$ cat src/hw/rsc_pkg.sv
// Purpose: constants and types for the reset and strap capture block
// Assumes: 100 MHz system clock
// Notes:   strap defaults mirror the internal pull of each pin
`default_nettype none
package rsc_pkg;

    // ************************************************
    // timing
    // ************************************************
    localparam int unsigned RSC_SYS_CLK_HZ      = 100_000_000;
    localparam int unsigned RSC_PHY_CLOCK_HZ    = 25_000_000;
    // half period of the phy clock in system cycles
    localparam int unsigned RSC_PHY_CLOCK_HALF  = RSC_SYS_CLK_HZ / (2 * RSC_PHY_CLOCK_HZ);
    localparam int unsigned RSC_STRETCH_CYCLES  = 1024;
    localparam int unsigned RSC_ZC_FILTER_CYCLES = 16;
    // driver side hold time, kept for reference only; the bench does not use it
    localparam int unsigned RSC_RST_HOLD_MS     = 100;

    // ************************************************
    // strap pull defaults (level of an open pin)
    // ************************************************
    localparam logic [1:0] RSC_PULL_ETHER_SEL  = 2'h3;
    localparam logic       RSC_PULL_AUTONEG    = 1'h1;
    localparam logic       RSC_PULL_ISOLATE    = 1'h0;
    localparam logic [1:0] RSC_PULL_SPEED      = 2'h1;
    localparam logic       RSC_PULL_ADDR3      = 1'h1;
    localparam logic       RSC_PULL_ADDR4      = 1'h0;
    localparam logic       RSC_PULL_MEM_CFG    = 1'h1;
    localparam logic       RSC_PULL_HOST_ROLE  = 1'h1;
    localparam logic       RSC_PULL_BOOT_SRC   = 1'h1;
    localparam logic       RSC_PULL_DUPLEX     = 1'h1;

    // ************************************************
    // field encodings
    // ************************************************
    localparam logic [1:0] RSC_SPEED_10M       = 2'h0;
    localparam logic [1:0] RSC_SPEED_100M      = 2'h1;
    localparam int unsigned RSC_ADDR_W         = 5;
    localparam int unsigned RSC_ADDR_LO        = 3;

    // raw strap levels as sampled
    typedef struct packed {
        logic [1:0] ether_if_select;
        logic       autoneg_strap;
        logic       isolate_strap;
        logic [1:0] speed_strap;
        logic       mgmt_addr_bit3_strap;
        logic       mgmt_addr_bit4_strap;
        logic       mem_cfg_strap;
        logic       host_role_strap;
        logic       boot_source_strap;
        logic       duplex_strap;
    } rsc_straps_t;

    localparam rsc_straps_t RSC_STRAP_DEFAULT = '{
        ether_if_select:      RSC_PULL_ETHER_SEL,
        autoneg_strap:        RSC_PULL_AUTONEG,
        isolate_strap:        RSC_PULL_ISOLATE,
        speed_strap:          RSC_PULL_SPEED,
        mgmt_addr_bit3_strap: RSC_PULL_ADDR3,
        mgmt_addr_bit4_strap: RSC_PULL_ADDR4,
        mem_cfg_strap:        RSC_PULL_MEM_CFG,
        host_role_strap:      RSC_PULL_HOST_ROLE,
        boot_source_strap:    RSC_PULL_BOOT_SRC,
        duplex_strap:         RSC_PULL_DUPLEX
    };

    // decoded configuration
    typedef struct packed {
        logic [1:0]            ether_if_select;
        logic                  mac_mode;
        logic                  autoneg_en;
        logic                  isolate;
        logic                  speed_100;
        logic                  speed_reserved;
        logic [RSC_ADDR_W-1:0] mgmt_addr;
        logic                  full_duplex;
        logic                  mem_cfg_flash;
        logic                  boot_flash;
        logic                  boot_unsupported;
    } rsc_cfg_t;

    localparam rsc_cfg_t RSC_CFG_RESET = '0;

endpackage : rsc_pkg
`default_nettype wire

$ cat src/hw/rsc_reset_strap_capture.sv
// Purpose: reset stretch, phy clock, strap capture and zero-cross filter
// Assumes: all inputs synchronous to sys_clk; strap pads have pulls outside
// Notes:   straps are caught once per module reset release
//
// How it works
// - phy reset is stretched copy of module reset
// - 25 MHz phy clock only in MAC mode
// - low module reset holds all logic reset except the captured cfg, which keeps its value
// - zero-cross input times channel adaptation
// - straps set mode, never re-evaluated later
// - open strap pins read their pull default
// - PHY mode autoneg strap high enables
// - PHY mode isolate strap high isolates
// - address straps give management address bits 4:3
// - clock pin doubles as duplex strap
// - memory-config strap high reads DDR from flash
// - boot-source strap high boots from flash
// - only both boot straps high supported
// - speed strap 00 10M, 01 100M
`timescale 1ns/100ps
`default_nettype none
module rsc_reset_strap_capture
    import rsc_pkg::*;
#(
    parameter int unsigned STRETCH_CYCLES = RSC_STRETCH_CYCLES,
    parameter int unsigned ZC_FILTER      = RSC_ZC_FILTER_CYCLES
)
(
    // clock and reset
    input  wire logic        sys_clk,
    input  wire logic        sys_rst,
    // module reset pin
    input  wire logic        module_reset_n,
    // strap pads: level and a flag that the pad is left open
    input  wire rsc_straps_t strap_level,
    input  wire rsc_straps_t strap_open,
    // zero cross
    input  wire logic        zero_cross_in,
    // external phy
    output var  logic        ext_phy_reset_n,
    output var  logic        ext_phy_clock_out,
    output var  logic        ext_phy_clock_oe,
    // core reset and configuration
    output var  logic        core_reset,
    output var  logic        cfg_valid,
    output var  rsc_cfg_t    cfg,
    // zero cross events for channel adaptation
    output var  logic        zc_level,
    output var  logic        zc_edge
);

    // ************************************************
    // widths and end counts
    // ************************************************
    // counters are sized to reach their end value exactly
    localparam int unsigned SW = $clog2(STRETCH_CYCLES + 1);
    localparam int unsigned HW = $clog2(RSC_PHY_CLOCK_HALF + 1);
    localparam int unsigned ZW = $clog2(ZC_FILTER + 1);
    localparam logic [SW-1:0] STRETCH_LAST = SW'(STRETCH_CYCLES);
    localparam logic [HW-1:0] HALF_LAST    = HW'(RSC_PHY_CLOCK_HALF - 1);
    localparam logic [ZW-1:0] ZC_LAST      = ZW'(ZC_FILTER);

    // ************************************************
    // strap resolve and decode
    // ************************************************
    // open pins read as their pull, driven pins as driven
    function automatic rsc_straps_t resolve(input rsc_straps_t lvl, input rsc_straps_t opn);
        resolve = (lvl & ~opn) | (RSC_STRAP_DEFAULT & opn);
    endfunction

    function automatic rsc_cfg_t decode(input rsc_straps_t s);
        rsc_cfg_t c;
        c                  = RSC_CFG_RESET;
        c.ether_if_select  = s.ether_if_select;
        c.mac_mode         = s.host_role_strap;
        // phy-mode options only meaningful while not MAC
        c.autoneg_en       = ~s.host_role_strap & s.autoneg_strap;
        c.isolate          = ~s.host_role_strap & s.isolate_strap;
        c.speed_100        = ~s.host_role_strap & (s.speed_strap == RSC_SPEED_100M);
        c.speed_reserved   = ~s.host_role_strap & s.speed_strap[1];
        // address kept in mac mode too; only a phy-mode host reads it
        c.mgmt_addr        = {s.mgmt_addr_bit4_strap, s.mgmt_addr_bit3_strap,
                              3'h0};
        c.full_duplex      = ~s.host_role_strap & s.duplex_strap;
        c.mem_cfg_flash    = s.mem_cfg_strap;
        c.boot_flash       = s.boot_source_strap;
        c.boot_unsupported = ~(s.boot_source_strap & s.mem_cfg_strap);
        return c;
    endfunction

    // ************************************************
    // reset input tracking and stretch
    // ************************************************
    logic          in_rst;
    logic          mod_rst_d_r,  mod_rst_d_nxt;
    logic [SW-1:0] stretch_r,    stretch_nxt;
    logic          ext_phy_reset_n_n_r,  ext_phy_reset_n_n_nxt;
    logic          core_rst_r,   core_rst_nxt;

    assign in_rst = sys_rst | ~module_reset_n;

    // the count restarts on every reassertion, so a bouncing reset pin
    // lengthens the phy reset rather than cutting it short

    always_comb
    begin
        mod_rst_d_nxt = ~module_reset_n;
        stretch_nxt   = stretch_r;
        ext_phy_reset_n_n_nxt = ext_phy_reset_n_n_r;
        core_rst_nxt  = in_rst;
        if (in_rst)
        begin
            stretch_nxt   = '0;
            ext_phy_reset_n_n_nxt = 1'b0;
        end
        else if (stretch_r != STRETCH_LAST)
        begin
            stretch_nxt   = stretch_r + 1'b1;
            ext_phy_reset_n_n_nxt = 1'b0;
        end
        else
        begin
            ext_phy_reset_n_n_nxt = 1'b1;
        end
    end

    always_ff @(posedge sys_clk)
    begin
        if (sys_rst)
        begin
            mod_rst_d_r <= 1'b1;
            stretch_r   <= '0;
            ext_phy_reset_n_n_r <= 1'b0;
            core_rst_r  <= 1'b1;
        end
        else
        begin
            mod_rst_d_r <= mod_rst_d_nxt;
            stretch_r   <= stretch_nxt;
            ext_phy_reset_n_n_r <= ext_phy_reset_n_n_nxt;
            core_rst_r  <= core_rst_nxt;
        end
    end

    // ************************************************
    // strap capture
    // ************************************************
    // one sample at the release edge; the pins turn into led drivers after
    // boot, so any later sampling would read firmware traffic
    logic     release_edge;
    rsc_cfg_t cfg_r,   cfg_nxt;
    logic     valid_r, valid_nxt;

    assign release_edge = mod_rst_d_r & module_reset_n;

    // a reassertion drops cfg_valid but keeps cfg; users must gate on
    // cfg_valid before trusting any field

    always_comb
    begin
        cfg_nxt   = cfg_r;
        valid_nxt = valid_r;
        if (~module_reset_n)
        begin
            valid_nxt = 1'b0;
        end
        else if (release_edge)
        begin
            cfg_nxt   = decode(resolve(strap_level, strap_open));
            valid_nxt = 1'b1;
        end
    end

    always_ff @(posedge sys_clk)
    begin
        if (sys_rst)
        begin
            cfg_r   <= RSC_CFG_RESET;
            valid_r <= 1'b0;
        end
        else
        begin
            cfg_r   <= cfg_nxt;
            valid_r <= valid_nxt;
        end
    end

    // ************************************************
    // phy clock
    // ************************************************
    logic          clk_r,   clk_nxt;
    logic          oe_r,    oe_nxt;
    logic [HW-1:0] half_r,  half_nxt;

    // pin stays undriven in PHY mode so it can serve as duplex strap;
    // the clock starts one cycle after capture while the phy reset is
    // still low, so the phy sees a settled clock before it wakes
    always_comb
    begin
        clk_nxt  = clk_r;
        half_nxt = half_r;
        oe_nxt   = valid_r & cfg_r.mac_mode;
        if (in_rst | ~oe_nxt)
        begin
            clk_nxt  = 1'b0;
            half_nxt = '0;
        end
        else if (half_r == HALF_LAST)
        begin
            clk_nxt  = ~clk_r;
            half_nxt = '0;
        end
        else
        begin
            half_nxt = half_r + 1'b1;
        end
        if (in_rst)
        begin
            oe_nxt = 1'b0;
        end
    end

    always_ff @(posedge sys_clk)
    begin
        if (sys_rst)
        begin
            clk_r  <= 1'b0;
            oe_r   <= 1'b0;
            half_r <= '0;
        end
        else
        begin
            clk_r  <= clk_nxt;
            oe_r   <= oe_nxt;
            half_r <= half_nxt;
        end
    end

    // ************************************************
    // zero cross filter
    // ************************************************
    // a level must hold ZC_FILTER cycles; opto edges ring on a noisy line.
    // on DC or dry wire the pin sits high and no edge is ever reported, so
    // adaptation then runs without line timing
    logic          zc_lvl_r,  zc_lvl_nxt;
    logic          zc_edge_r, zc_edge_nxt;
    logic [ZW-1:0] zc_cnt_r,  zc_cnt_nxt;

    always_comb
    begin
        zc_lvl_nxt  = zc_lvl_r;
        zc_edge_nxt = 1'b0;
        zc_cnt_nxt  = '0;
        if (in_rst)
        begin
            zc_lvl_nxt = 1'b1;
        end
        else if (zero_cross_in != zc_lvl_r)
        begin
            zc_cnt_nxt = zc_cnt_r + 1'b1;
            if (zc_cnt_r == ZC_LAST - 1'b1)
            begin
                zc_lvl_nxt  = zero_cross_in;
                zc_edge_nxt = zero_cross_in;
                zc_cnt_nxt  = '0;
            end
        end
    end

    always_ff @(posedge sys_clk)
    begin
        if (sys_rst)
        begin
            zc_lvl_r  <= 1'b1;
            zc_edge_r <= 1'b0;
            zc_cnt_r  <= '0;
        end
        else
        begin
            zc_lvl_r  <= zc_lvl_nxt;
            zc_edge_r <= zc_edge_nxt;
            zc_cnt_r  <= zc_cnt_nxt;
        end
    end

    // ************************************************
    // outputs
    // ************************************************
    // every output is a flop; no logic between register and pin
    assign ext_phy_reset_n   = ext_phy_reset_n_n_r;
    assign ext_phy_clock_out = clk_r;
    assign ext_phy_clock_oe  = oe_r;
    assign core_reset        = core_rst_r;
    assign cfg_valid         = valid_r;
    assign cfg               = cfg_r;
    assign zc_level          = zc_lvl_r;
    assign zc_edge           = zc_edge_r;

endmodule // rsc_reset_strap_capture
`default_nettype wire

$ cat config.mk
export PLATFORM = sky130hd
export DESIGN_NAME = rsc_reset_strap_capture
export DESIGN_NICKNAME = d
export VERILOG_FILES = /design/src/hw/rsc_pkg.sv /design/src/hw/rsc_reset_strap_capture.sv
export SDC_FILE = /design/constraint.sdc
export NUM_CORES = 1
export LEC_CHECK = 0
export BUFFER_PORTS_ARGS = -buffer_cell sky130_fd_sc_hd__buf_2
export CORE_MARGIN = 4
export CORE_UTILIZATION = 44
export DETAILED_ROUTE_END_ITERATION = 16
export MAX_ROUTING_LAYER = met4
export PLACE_DENSITY_LB_ADDON = 0.15
export SETUP_SLACK_MARGIN = 0.2
export SYNTH_ARGS = -nofsm -noshare
export SYNTH_HDL_FRONTEND = slang
export SYNTH_SLANG_ARGS = --single-unit
$ cat constraint.sdc
create_clock -name sys_clk -period 1.6 [get_ports sys_clk]
set_input_delay 0.24 -clock sys_clk [delete_from_list [all_inputs] [get_ports sys_clk]]
set_output_delay 0.24 -clock sys_clk [all_outputs]
set_load 0.02 [all_outputs]
==> impl_metrics.tcl, run 1 <==
set metrics [dict create \
    yosys-top-cells-count "39 x dfxtp_1, 17 x nor2_1, 14 x nand2_1" \
    synth_cell_types 40 \
    drive_gt1_share_pct 37.78 \
    vias_per_cell 4.904 \
    netlist_instances 169 \
    synthTopCellsByArea "dfxtp_1 50%, nor2_1 4.1%, ha_1 4.0%, nor3_1 3.6%, nand2_1 3.4%" \
    post-synth-top-count-cell "dfxtp_1" \
    holdPathEnd "zc_level" \
    vias 1329 \
    hold_class "input port to register" \
    yosysTopAreaCell "dfxtp_1" \
    fin_setup_tns_ns 0 \
    ys_ff_latch 39 \
    cts_sinks 39 \
    num_rows 21 \
    r2r-end "stretch_r[10]" \
    r2r_slack_ns 0.21 \
    drc 0 \
    coreArea_um2 3363 \
    ys.flop_type "dfxtp_1" \
    fin_util_pct 59.00 \
    final_net_count 257 \
    area_growth_pct 28.32 \
    grt_first_pass_wirelength_um 5126 \
    powerDensity_nw_per_um2 831.3 \
    diodes 0 \
    die_h_um 67.29 \
    ys_seq_area_share_pct 50.49 \
    worstSkewPairLatency_ns 0.34 \
    syn-cell-area_um2 1546 \
    post_dp_cell_area_um2 1829 \
    dieArea_um2 4527 \
    skew_ns 0.006432 \
    status "completed" \
    syn-mean-instance-area_um2 9.151 \
    finalHoldViolations 0 \
    p_total_uw 1650 \
    antenna_found_initial 0 \
    whs_path_depth 3 \
    h-tree-depth 2 \
    slew_viol_final 0 \
    async_flop_share_pct 0 \
    critPathLaunchType "register" \
    first_global_vias 1234 \
    grt_use_total_pct 15.62 \
    ff_latch_area_um2 793.3 \
    post-route-period-util_pct 86.90 \
    routed_wl_um 3149 \
    initial_core_util_pct 45.98 \
    multiInputGateArea_um2 743.2 \
    cts_tree "yes" \
    worst_ir_drop_vdd_mv 0.4898 \
    finalSetupViolCount 0 \
    ant_nets 0 \
    rsz0062_at_grt "true" \
    r2r_cells 4 \
    drt_first_pass_iters 4 \
    io_buffers 47 \
    drt_iter0_markers 24 \
    synth_enable_flop_cells 0 \
    n_fill_cell 321 \
    clock.fmax_ghz 0.7192 \
    clk_pin_slew_worst_paths_ns 0.11 \
    crit_fanout 4 \
    clockRootBuffer "clkbuf_4" \
    synth_top_cell_area_share_pct 50.49 \
    cts.path.max_buffers 2 \
    r2r-start "stretch_r[1]" \
    hold_start "zero_cross_in" \
    chipWidth_um 67.29 \
    drv_cap 0 \
    post-dp-hpwl_um 2392 \
    endpoint_kind "register" \
    p_leak_uw 0.0008187 \
    arrival_ns 1.67 \
    grt_max_degree 13 \
    grt_remaining_overflow 0 \
    final.min_clock_period_ns 1.390 \
    io_pins 51 \
    design_area_um2 1984 \
    ys_warn_count 0 \
    critPathKind "register to register" \
    gp_congestion 0.7670 \
    cts_made_buffers 5 \
    routedWlPerCell_um 11.62 \
    required_ns 1.88 \
]
==> worst max-delay path by stage <==
| stage | from | end | cells after the start |
|---|---|---|---|
| 6_report | stretch_r[1] | stretch_r[10] | 4 |
| 5_1_grt | stretch_r[0] | stretch_r[10] | 4 |
| 4_1_cts | zc_cnt_r[1] | zc_cnt_r[0] | 5 |
| 3_5_place_dp | stretch_r[1] | stretch_r[10] | 4 |
| 3_3_place_gp | zc_cnt_r[0] | zc_cnt_r[3] | 5 |
| 2_1_floorplan | zc_cnt_r[0] | zc_cnt_r[2] | 5 |
==> worst max-delay path: stages, from the launching register on <==
cell and delay [ns]:
dfxtp_2 0.37, ha_2 0.22, nand3_2 0.11, or4_1 0.48, a21oi_1 0.15
==> per-stage QoR <==
| step | cells | setup slack (ns) | hold slack, ns |
|---|---|---|---|
| 2_1_floorplan | 171 | 0.2274 | 0.3193 |
| 3_3_place_gp | 259 | 0.1887 | 0.4134 |
| 3_5_place_dp | 259 | 0.1270 | 0.4456 |
| 4_1_cts | 270 | 0.1799 | 0.1405 |
| 5_1_grt | 271 | 0.1276 | 0.1413 |
| 6_report | 271 | 0.2097 | 0.1580 |
==> repair_timing <==
item / 4_1_cts / 5_1_grt
pin swaps: 5 / 5
gates resized for setup: 10 / 12
setup buffers: 3 / 1
endpoints found under the hold margin: 0 / 0
hold buffers: 0 / 0
endpoints found under the setup margin: 7 / 11
==> layout make-up <==
type                       instances  share of cell area, %
sequential                        39                  39.97
multi-input combinational        111                  37.45
timing repair buffer              54                  14.50
tap                               46                  2.900
inverter                          13                  2.459
clock buffer                       6                  2.081
clock inverter                     2                 0.6305
==> sequential cells by signal, summed over array words and instances, names as in the netlist <==
signal	cells
cfg_valid	1
mod_rst_d_r	1
zc_edge	1
zc_level	1
stretch_r	11
ext_phy_clock_out	1
cfg	13
ext_phy_reset_n	1
core_reset	1
half_r	2
zc_cnt_r	5
ext_phy_clock_oe	1
==> cell families after synthesis <==
kind of cell / synth area share (%)
AND/OR/NAND/NOR: 23.14
flip-flops: 50.49
AO/OA/AOI/OAI: 10.76
buffers and inverters: 6.067
XOR/XNOR: 3.964
adder cells (fa/ha/maj): 4.045
multiplexers: 1.295
other: 0.2425
==> power by group <==
group	total, µW	internal (µW)	switching (µW)
sequential	1010	995	16.0
combinational	165	68.5	96.4
clock	474	170	304
total	1650	1230	416
==> routing by layer <==
layer / up-vias / routed length, µm / track usage, %
li1: 683 / - / -
met1: 593 / 1387 / 17.05
met2: 46 / 1454 / 25.52
met3: 7 / 240 / 4.160
met4: 0 / 67 / 9.114
met5: - / 0 / -
==> cells in the final DEF, fill, tap and decap left out, types with 3 or more instances in the layout <==
master and count:
buf_2 47, dfxtp_1 33, nor2_1 14, nand2_1 14
inv_1 13, nor3_1 11, a21oi_1 9, buf_4 7
o21ai_0 6, xnor2_1 5, nand3_1 5, clkbuf_4 5
dfxtp_2 4, nand3_2 3, o31ai_1 3, conb_1 3
No activity file was read; power rests on OpenSTA's default activity.
==> run 2: changes to the inputs <==
Settings changed: RECOVER_POWER set to 50.
==> run 2 against run 1 <==
Via count up 0.30%. Critical path depth did not move. Sequential share of layout area increased by 0.54 points. Clock skew is essentially flat. Largest power group unchanged.
==> impl_metrics.tcl, run 2 (same netlist as run 1, synthesis figures left out) <==
set metrics [dict create \
    ant_nets 0 \
    finalSetupViolCount 0 \
    clk_pin_slew_worst_paths_ns 0.11 \
    arrival_ns 1.69 \
    whs_path_depth 3 \
    drt_iter0_markers 25 \
    crit_fanout 4 \
    grt_remaining_overflow 0 \
    area_growth_pct 26.62 \
    post-route-period-util_pct 88.84 \
    drive_gt1_share_pct 30.67 \
    cts_sinks 39 \
    dieArea_um2 4527 \
    critPathKind "register to register" \
    holdPathEnd "zc_level" \
    vias 1333 \
    largest_reg_flops 13 \
    post-dp-hpwl_um 2392 \
    required_ns 1.87 \
    gp_congestion 0.7670 \
    design_area_um2 1958 \
    layout_common_cells "34 x buf_2, 33 x dfxtp_1, 16 x clkbuf_1" \
    vias_per_cell 4.919 \
    clock.fmax_ghz 0.7035 \
    cts_hold_buf 0 \
    r2r-start "stretch_r[1]" \
    grt_use_total_pct 15.62 \
    cp.depth 4 \
    cp_cell_sequence "ha_1 > nand3_2 > or4_1 > a21oi_1" \
    r2r_cells 4 \
    worstSkewPairLatency_ns 0.34 \
    chipWidth_um 67.29 \
    cts.path.max_buffers 2 \
    io_pins 51 \
    initial_core_util_pct 45.98 \
    powerDensity_nw_per_um2 840.2 \
    endpoint_kind "register" \
    finalHoldViolations 0 \
    routedWlPerCell_um 11.63 \
    r2r-end "stretch_r[10]" \
    grt_first_pass_wirelength_um 5126 \
    num_rows 21 \
    io_buffers 47 \
    rsz0062_at_grt "true" \
    r2r_slack_ns 0.18 \
    drt_first_pass_iters 4 \
    die_h_um 67.29 \
    drv_cap 0 \
    diodes 0 \
    cts_tree "yes" \
    clockRootBuffer "clkbuf_4" \
    routed_wl_um 3153 \
    post_dp_cell_area_um2 1829 \
    skew_ns 0.006413 \
    drc 0 \
    hold_class "input port to register" \
    fin_setup_tns_ns 0 \
    critPathBufInv 0 \
    antenna_found_initial 0 \
    final_common_cell "buf_2" \
    cts_made_buffers 5 \
    p_leak_uw 0.0007638 \
    status "completed" \
    holdWs_ns 0.1534 \
    slew_viol_final 0 \
    final_net_count 257 \
    slowest_delay_ns 0.48 \
    worst_ir_drop_vdd_mv 0.4880 \
    hold_start "zero_cross_in" \
    cpMaxStageDelayCell "or4_1" \
    first_global_vias 1234 \
    h-tree-depth 2 \
    grt_max_degree 13 \
    critPathLaunchType "register" \
    critPathTopFamily "simple AND/OR/NAND/NOR gates" \
    coreArea_um2 3363 \
    final.min_clock_period_ns 1.421 \
]
run 2: changes by cell type in the layout (fill, tap and decap cells not counted), sizes merged:
cell,change
buf,-15
clkbuf,+15
run 2: power breakdown:
part / internal [µW] / total, µW / switching (µW)
Clock: 170 / 474 / 305
Combinational: 62.9 / 159 / 96.5
Sequential: 995 / 1010 / 16.3
Total: 1230 / 1650 / 418
run 2: stage by stage:
step | util, % | cells | total power [µW] | setup slack, ns
after floorplan | - | 171 | 1128 | 0.2274
after global placement | 54.39 | 259 | 1189 | 0.1887
after detailed placement | 54.39 | 259 | 1196 | 0.1270
after CTS | 57.78 | 270 | 1675 | 0.1799
after global routing | 58.22 | 271 | 1735 | 0.08943
final | 58.22 | 271 | 1645 | 0.1785
run 2: worst reg2reg max path, cell delays in order (launching register included):
cell and delay (ns):
dfxtp_2 0.37, ha_1 0.24, nand3_2 0.12, or4_1 0.48
a21oi_1 0.15
run 2: final cells by class:
cell class | instances | area, µm²
fill | 330 | 1405
clock inverter | 2 | 12.51
sequential | 39 | 793.3
clock buffer | 6 | 41.29
tap | 46 | 57.56
inverter | 13 | 48.80
multi-input combinational | 111 | 740.7
timing repair buffer | 54 | 264.0
run 2: what timing repair did:
item                                   CTS  global route
gates resized for setup                 10            12
endpoints found under the hold margin    0             0
pin swaps                                5             5
setup endpoints to repair                7            11
gates cloned                             0             0
buffers inserted                         3             1
run 2: layer usage:
layer,GRT usage [%],part of all wire [%]
met1,17.05,43
met2,25.52,46
met3,4.160,8.3
met4,9.114,2.2
met5,-,0
run 2: worst max-delay path by stage:
stage / start / slack (ns) / endpoint
after floorplan: zc_cnt_r[0] / 0.23 / zc_cnt_r[2]
after global placement: zc_cnt_r[0] / 0.19 / zc_cnt_r[3]
after detailed placement: stretch_r[1] / 0.13 / stretch_r[10]
after CTS: zc_cnt_r[1] / 0.18 / zc_cnt_r[0]
after global routing: stretch_r[0] / 0.09 / stretch_r[10]
final: stretch_r[1] / 0.18 / stretch_r[10]
==> run 3: changes to the inputs <==
Settings changed: ABC_AREA set to 1, CORE_UTILIZATION 44 to 45.
==> run 3 against run 2 <==
Synthesized area up 4.0%. Die area is 1.5% higher. Via count up 3.7%. Synthesized cell count grew 16%. Highest routed layer unchanged. Clock skew up 0.0014 ns. Global-route usage shrank 0.62 points. Sequential power barely moved.
==> impl_metrics.tcl, run 3 <==
set metrics [dict create \
    status "completed" \
    r2r-start "zc_cnt_r[1]" \
    critPathLaunchType "register" \
    r2r_cells 9 \
    gp_congestion 0.7716 \
    ys_seq_area_share_pct 48.52 \
    slew_headroom_pct 62.22 \
    grt_max_degree 17 \
    required_ns 1.88 \
    layout_common_cells "37 x dfxtp_1, 30 x nand2_1, 30 x buf_2" \
    h-tree-depth 2 \
    largest_reg_flops 13 \
    synthTopCellsByArea "dfxtp_1 49%, nand2_1 7.2%, a21oi_1 6.2%, nor2_1 5.4%, inv_1 4.7%" \
    dieArea_um2 4596 \
    clock.fmax_ghz 0.7508 \
    cts_sinks 39 \
    arrival_ns 1.61 \
    ff_latch_area_um2 783.3 \
    worstSkewPairLatency_ns 0.34 \
    cts_made_buffers 5 \
    grt_use_total_pct 15.00 \
    ant_nets 0 \
    rsz0062_at_grt "true" \
    vias_per_cell 4.653 \
    io_buffers 47 \
    async_flop_share_pct 0 \
    area_growth_pct 21.93 \
    netSwitchingPower_uw 416.5 \
    r2r_slack_ns 0.27 \
    holdWs_ns 0.1483 \
    netlist_instances 196 \
    drive_gt1_share_pct 23.90 \
    chipWidth_um 67.80 \
    grt_first_pass_wirelength_um 5016 \
    synth_top_cell_area_share_pct 48.52 \
    post-synth-top-count-cell "dfxtp_1" \
    crit_fanout 5 \
    post-dp-hpwl_um 2233 \
    diodes 0 \
    clockRootBuffer "clkbuf_4" \
    num_rows 21 \
    clk_pin_slew_worst_paths_ns 0.11 \
    endpoint_kind "register" \
    vias 1382 \
    fin_setup_tns_ns 0 \
    drt_first_pass_iters 4 \
    io_pins 51 \
    yosys-top-cells-count "39 x dfxtp_1, 31 x nand2_1, 23 x nor2_1" \
    coreArea_um2 3390 \
    ys_warn_count 0 \
    finalHoldViolations 0 \
    antenna_found_initial 0 \
    initial_core_util_pct 47.47 \
    die_h_um 67.80 \
    yosysTopAreaCell "dfxtp_1" \
    final.min_clock_period_ns 1.332 \
    hold_class "input port to register" \
    seqPwrFrac_pct 60.3 \
    slew_viol_final 0 \
    swShare_pct 24.89 \
    drv_cap 0 \
    worst_ir_drop_vdd_mv 0.5590 \
    synth_cell_types 30 \
    cts_hold_buf 0 \
    holdPathEnd "cfg[11]" \
    final_net_count 284 \
    ys_ff_latch 39 \
    p_leak_uw 0.0007992 \
    cts.path.max_buffers 2 \
    multiInputGateArea_um2 726.9 \
    drc 0 \
    post-route-period-util_pct 83.24 \
    worst_pin_slew_ns 0.5653 \
    powerDensity_nw_per_um2 852.9 \
    skew_ns 0.007787 \
    first_global_vias 1175 \
    synth_enable_flop_cells 0 \
    finalSetupViolCount 0 \
    routed_wl_um 3190 \
    final_common_cell "dfxtp_1" \
    n_fill_cell 315 \
    grt_remaining_overflow 0 \
    p_comb_share_pct 9.5 \
    drt_iter0_markers 61 \
    routedWlPerCell_um 10.74 \
    ys.flop_type "dfxtp_1" \
    intPower_uw 1257 \
    r2r-end "zc_cnt_r[2]" \
    syn-cell-area_um2 1609 \
    syn-mean-instance-area_um2 8.209 \
    hold_start "strap_open[8]" \
    power_frac_clock_pct 30.3 \
    whs_path_depth 3 \
    cts_tree "yes" \
    critPathKind "register to register" \
]
## run 3: timing repair
| item | in CTS | in global routing |
|---|---|---|
| endpoints found under the setup margin | 5 | 6 |
| resized for setup | 8 | 4 |
| pin swaps | 5 | 4 |
| buffers inserted | 2 | 2 |
## run 3: layout make-up
class	count	area share [%]
flip-flops and latches	39	39.92
repair buffers	53	13.01
well taps	46	2.934
multi-input cells	130	37.05
clock inverters	1	0.2551
inverters	22	4.209
clock buffers	6	2.615
## run 3: metrics by stage
stage               instance area, µm²  setup slack [ns]  total power [µW]  utilization [%]  instances
floorplan                         1617            0.2236              1134                -        198
global placement                  1874            0.1119              1195            55.30        286
detailed placement                1874           0.06637              1196            55.30        286
CTS                               1969            0.2106              1706            58.10        295
global route                      1962            0.1135              1765            57.88        297
finish                            1962            0.2682              1673            57.88        297
## run 3: cell families after synthesis
logic type | count (synthesis) | share of synthesized area, %
buffers and inverters | 29 | 8.242
adder cells (fa/ha/maj) | 5 | 3.888
flip-flops | 39 | 48.52
AO/OA/AOI/OAI | 32 | 10.42
other | 1 | 0.2331
XOR/XNOR | 4 | 2.178
AND/OR/NAND/NOR | 86 | 26.52
## run 3: power by group through the flow
stage	Clock (µW)	Sequential (µW)	Combinational (µW)
2_1_floorplan	0	1050	80.1
3_3_place_gp	0	1030	165
3_5_place_dp	0	1030	166
4_1_cts	529	1010	169
5_1_grt	575	1010	178
6_report	507	1010	158
## run 3: worst max path at each step
stage | startpoint | end | cells after the start
after floorplan | zc_cnt_r[0] | zc_cnt_r[2] | 9
after global placement | zc_cnt_r[0] | zc_cnt_r[2] | 9
after detailed placement | zc_cnt_r[0] | zc_cnt_r[2] | 9
after CTS | zc_cnt_r[1] | zc_cnt_r[2] | 9
after global routing | mod_rst_d_r | cfg[12] | 4
final | zc_cnt_r[1] | zc_cnt_r[2] | 9
## run 3: critical path, stage by stage, from the launching register on
cell	delay, ns
dfxtp_2	0.35
ha_4	0.16
nand2_4	0.05
nor2_2	0.03
ha_2	0.18
inv_2	0.06
nand2_2	0.05
o21ai_2	0.06
nand3_2	0.13
nor3b_2	0.19
## run 3: per-layer routing
layer  wire length [µm]  share of wire [%]  GRT usage [%]  vias up
li1                   -                  -              -      738
met1               1443                 45          18.98      606
met2               1527                 48          21.63       33
met3                175                5.5          5.657        5
met4                 42                1.3          5.707        0
met5                  0                  0              -        -
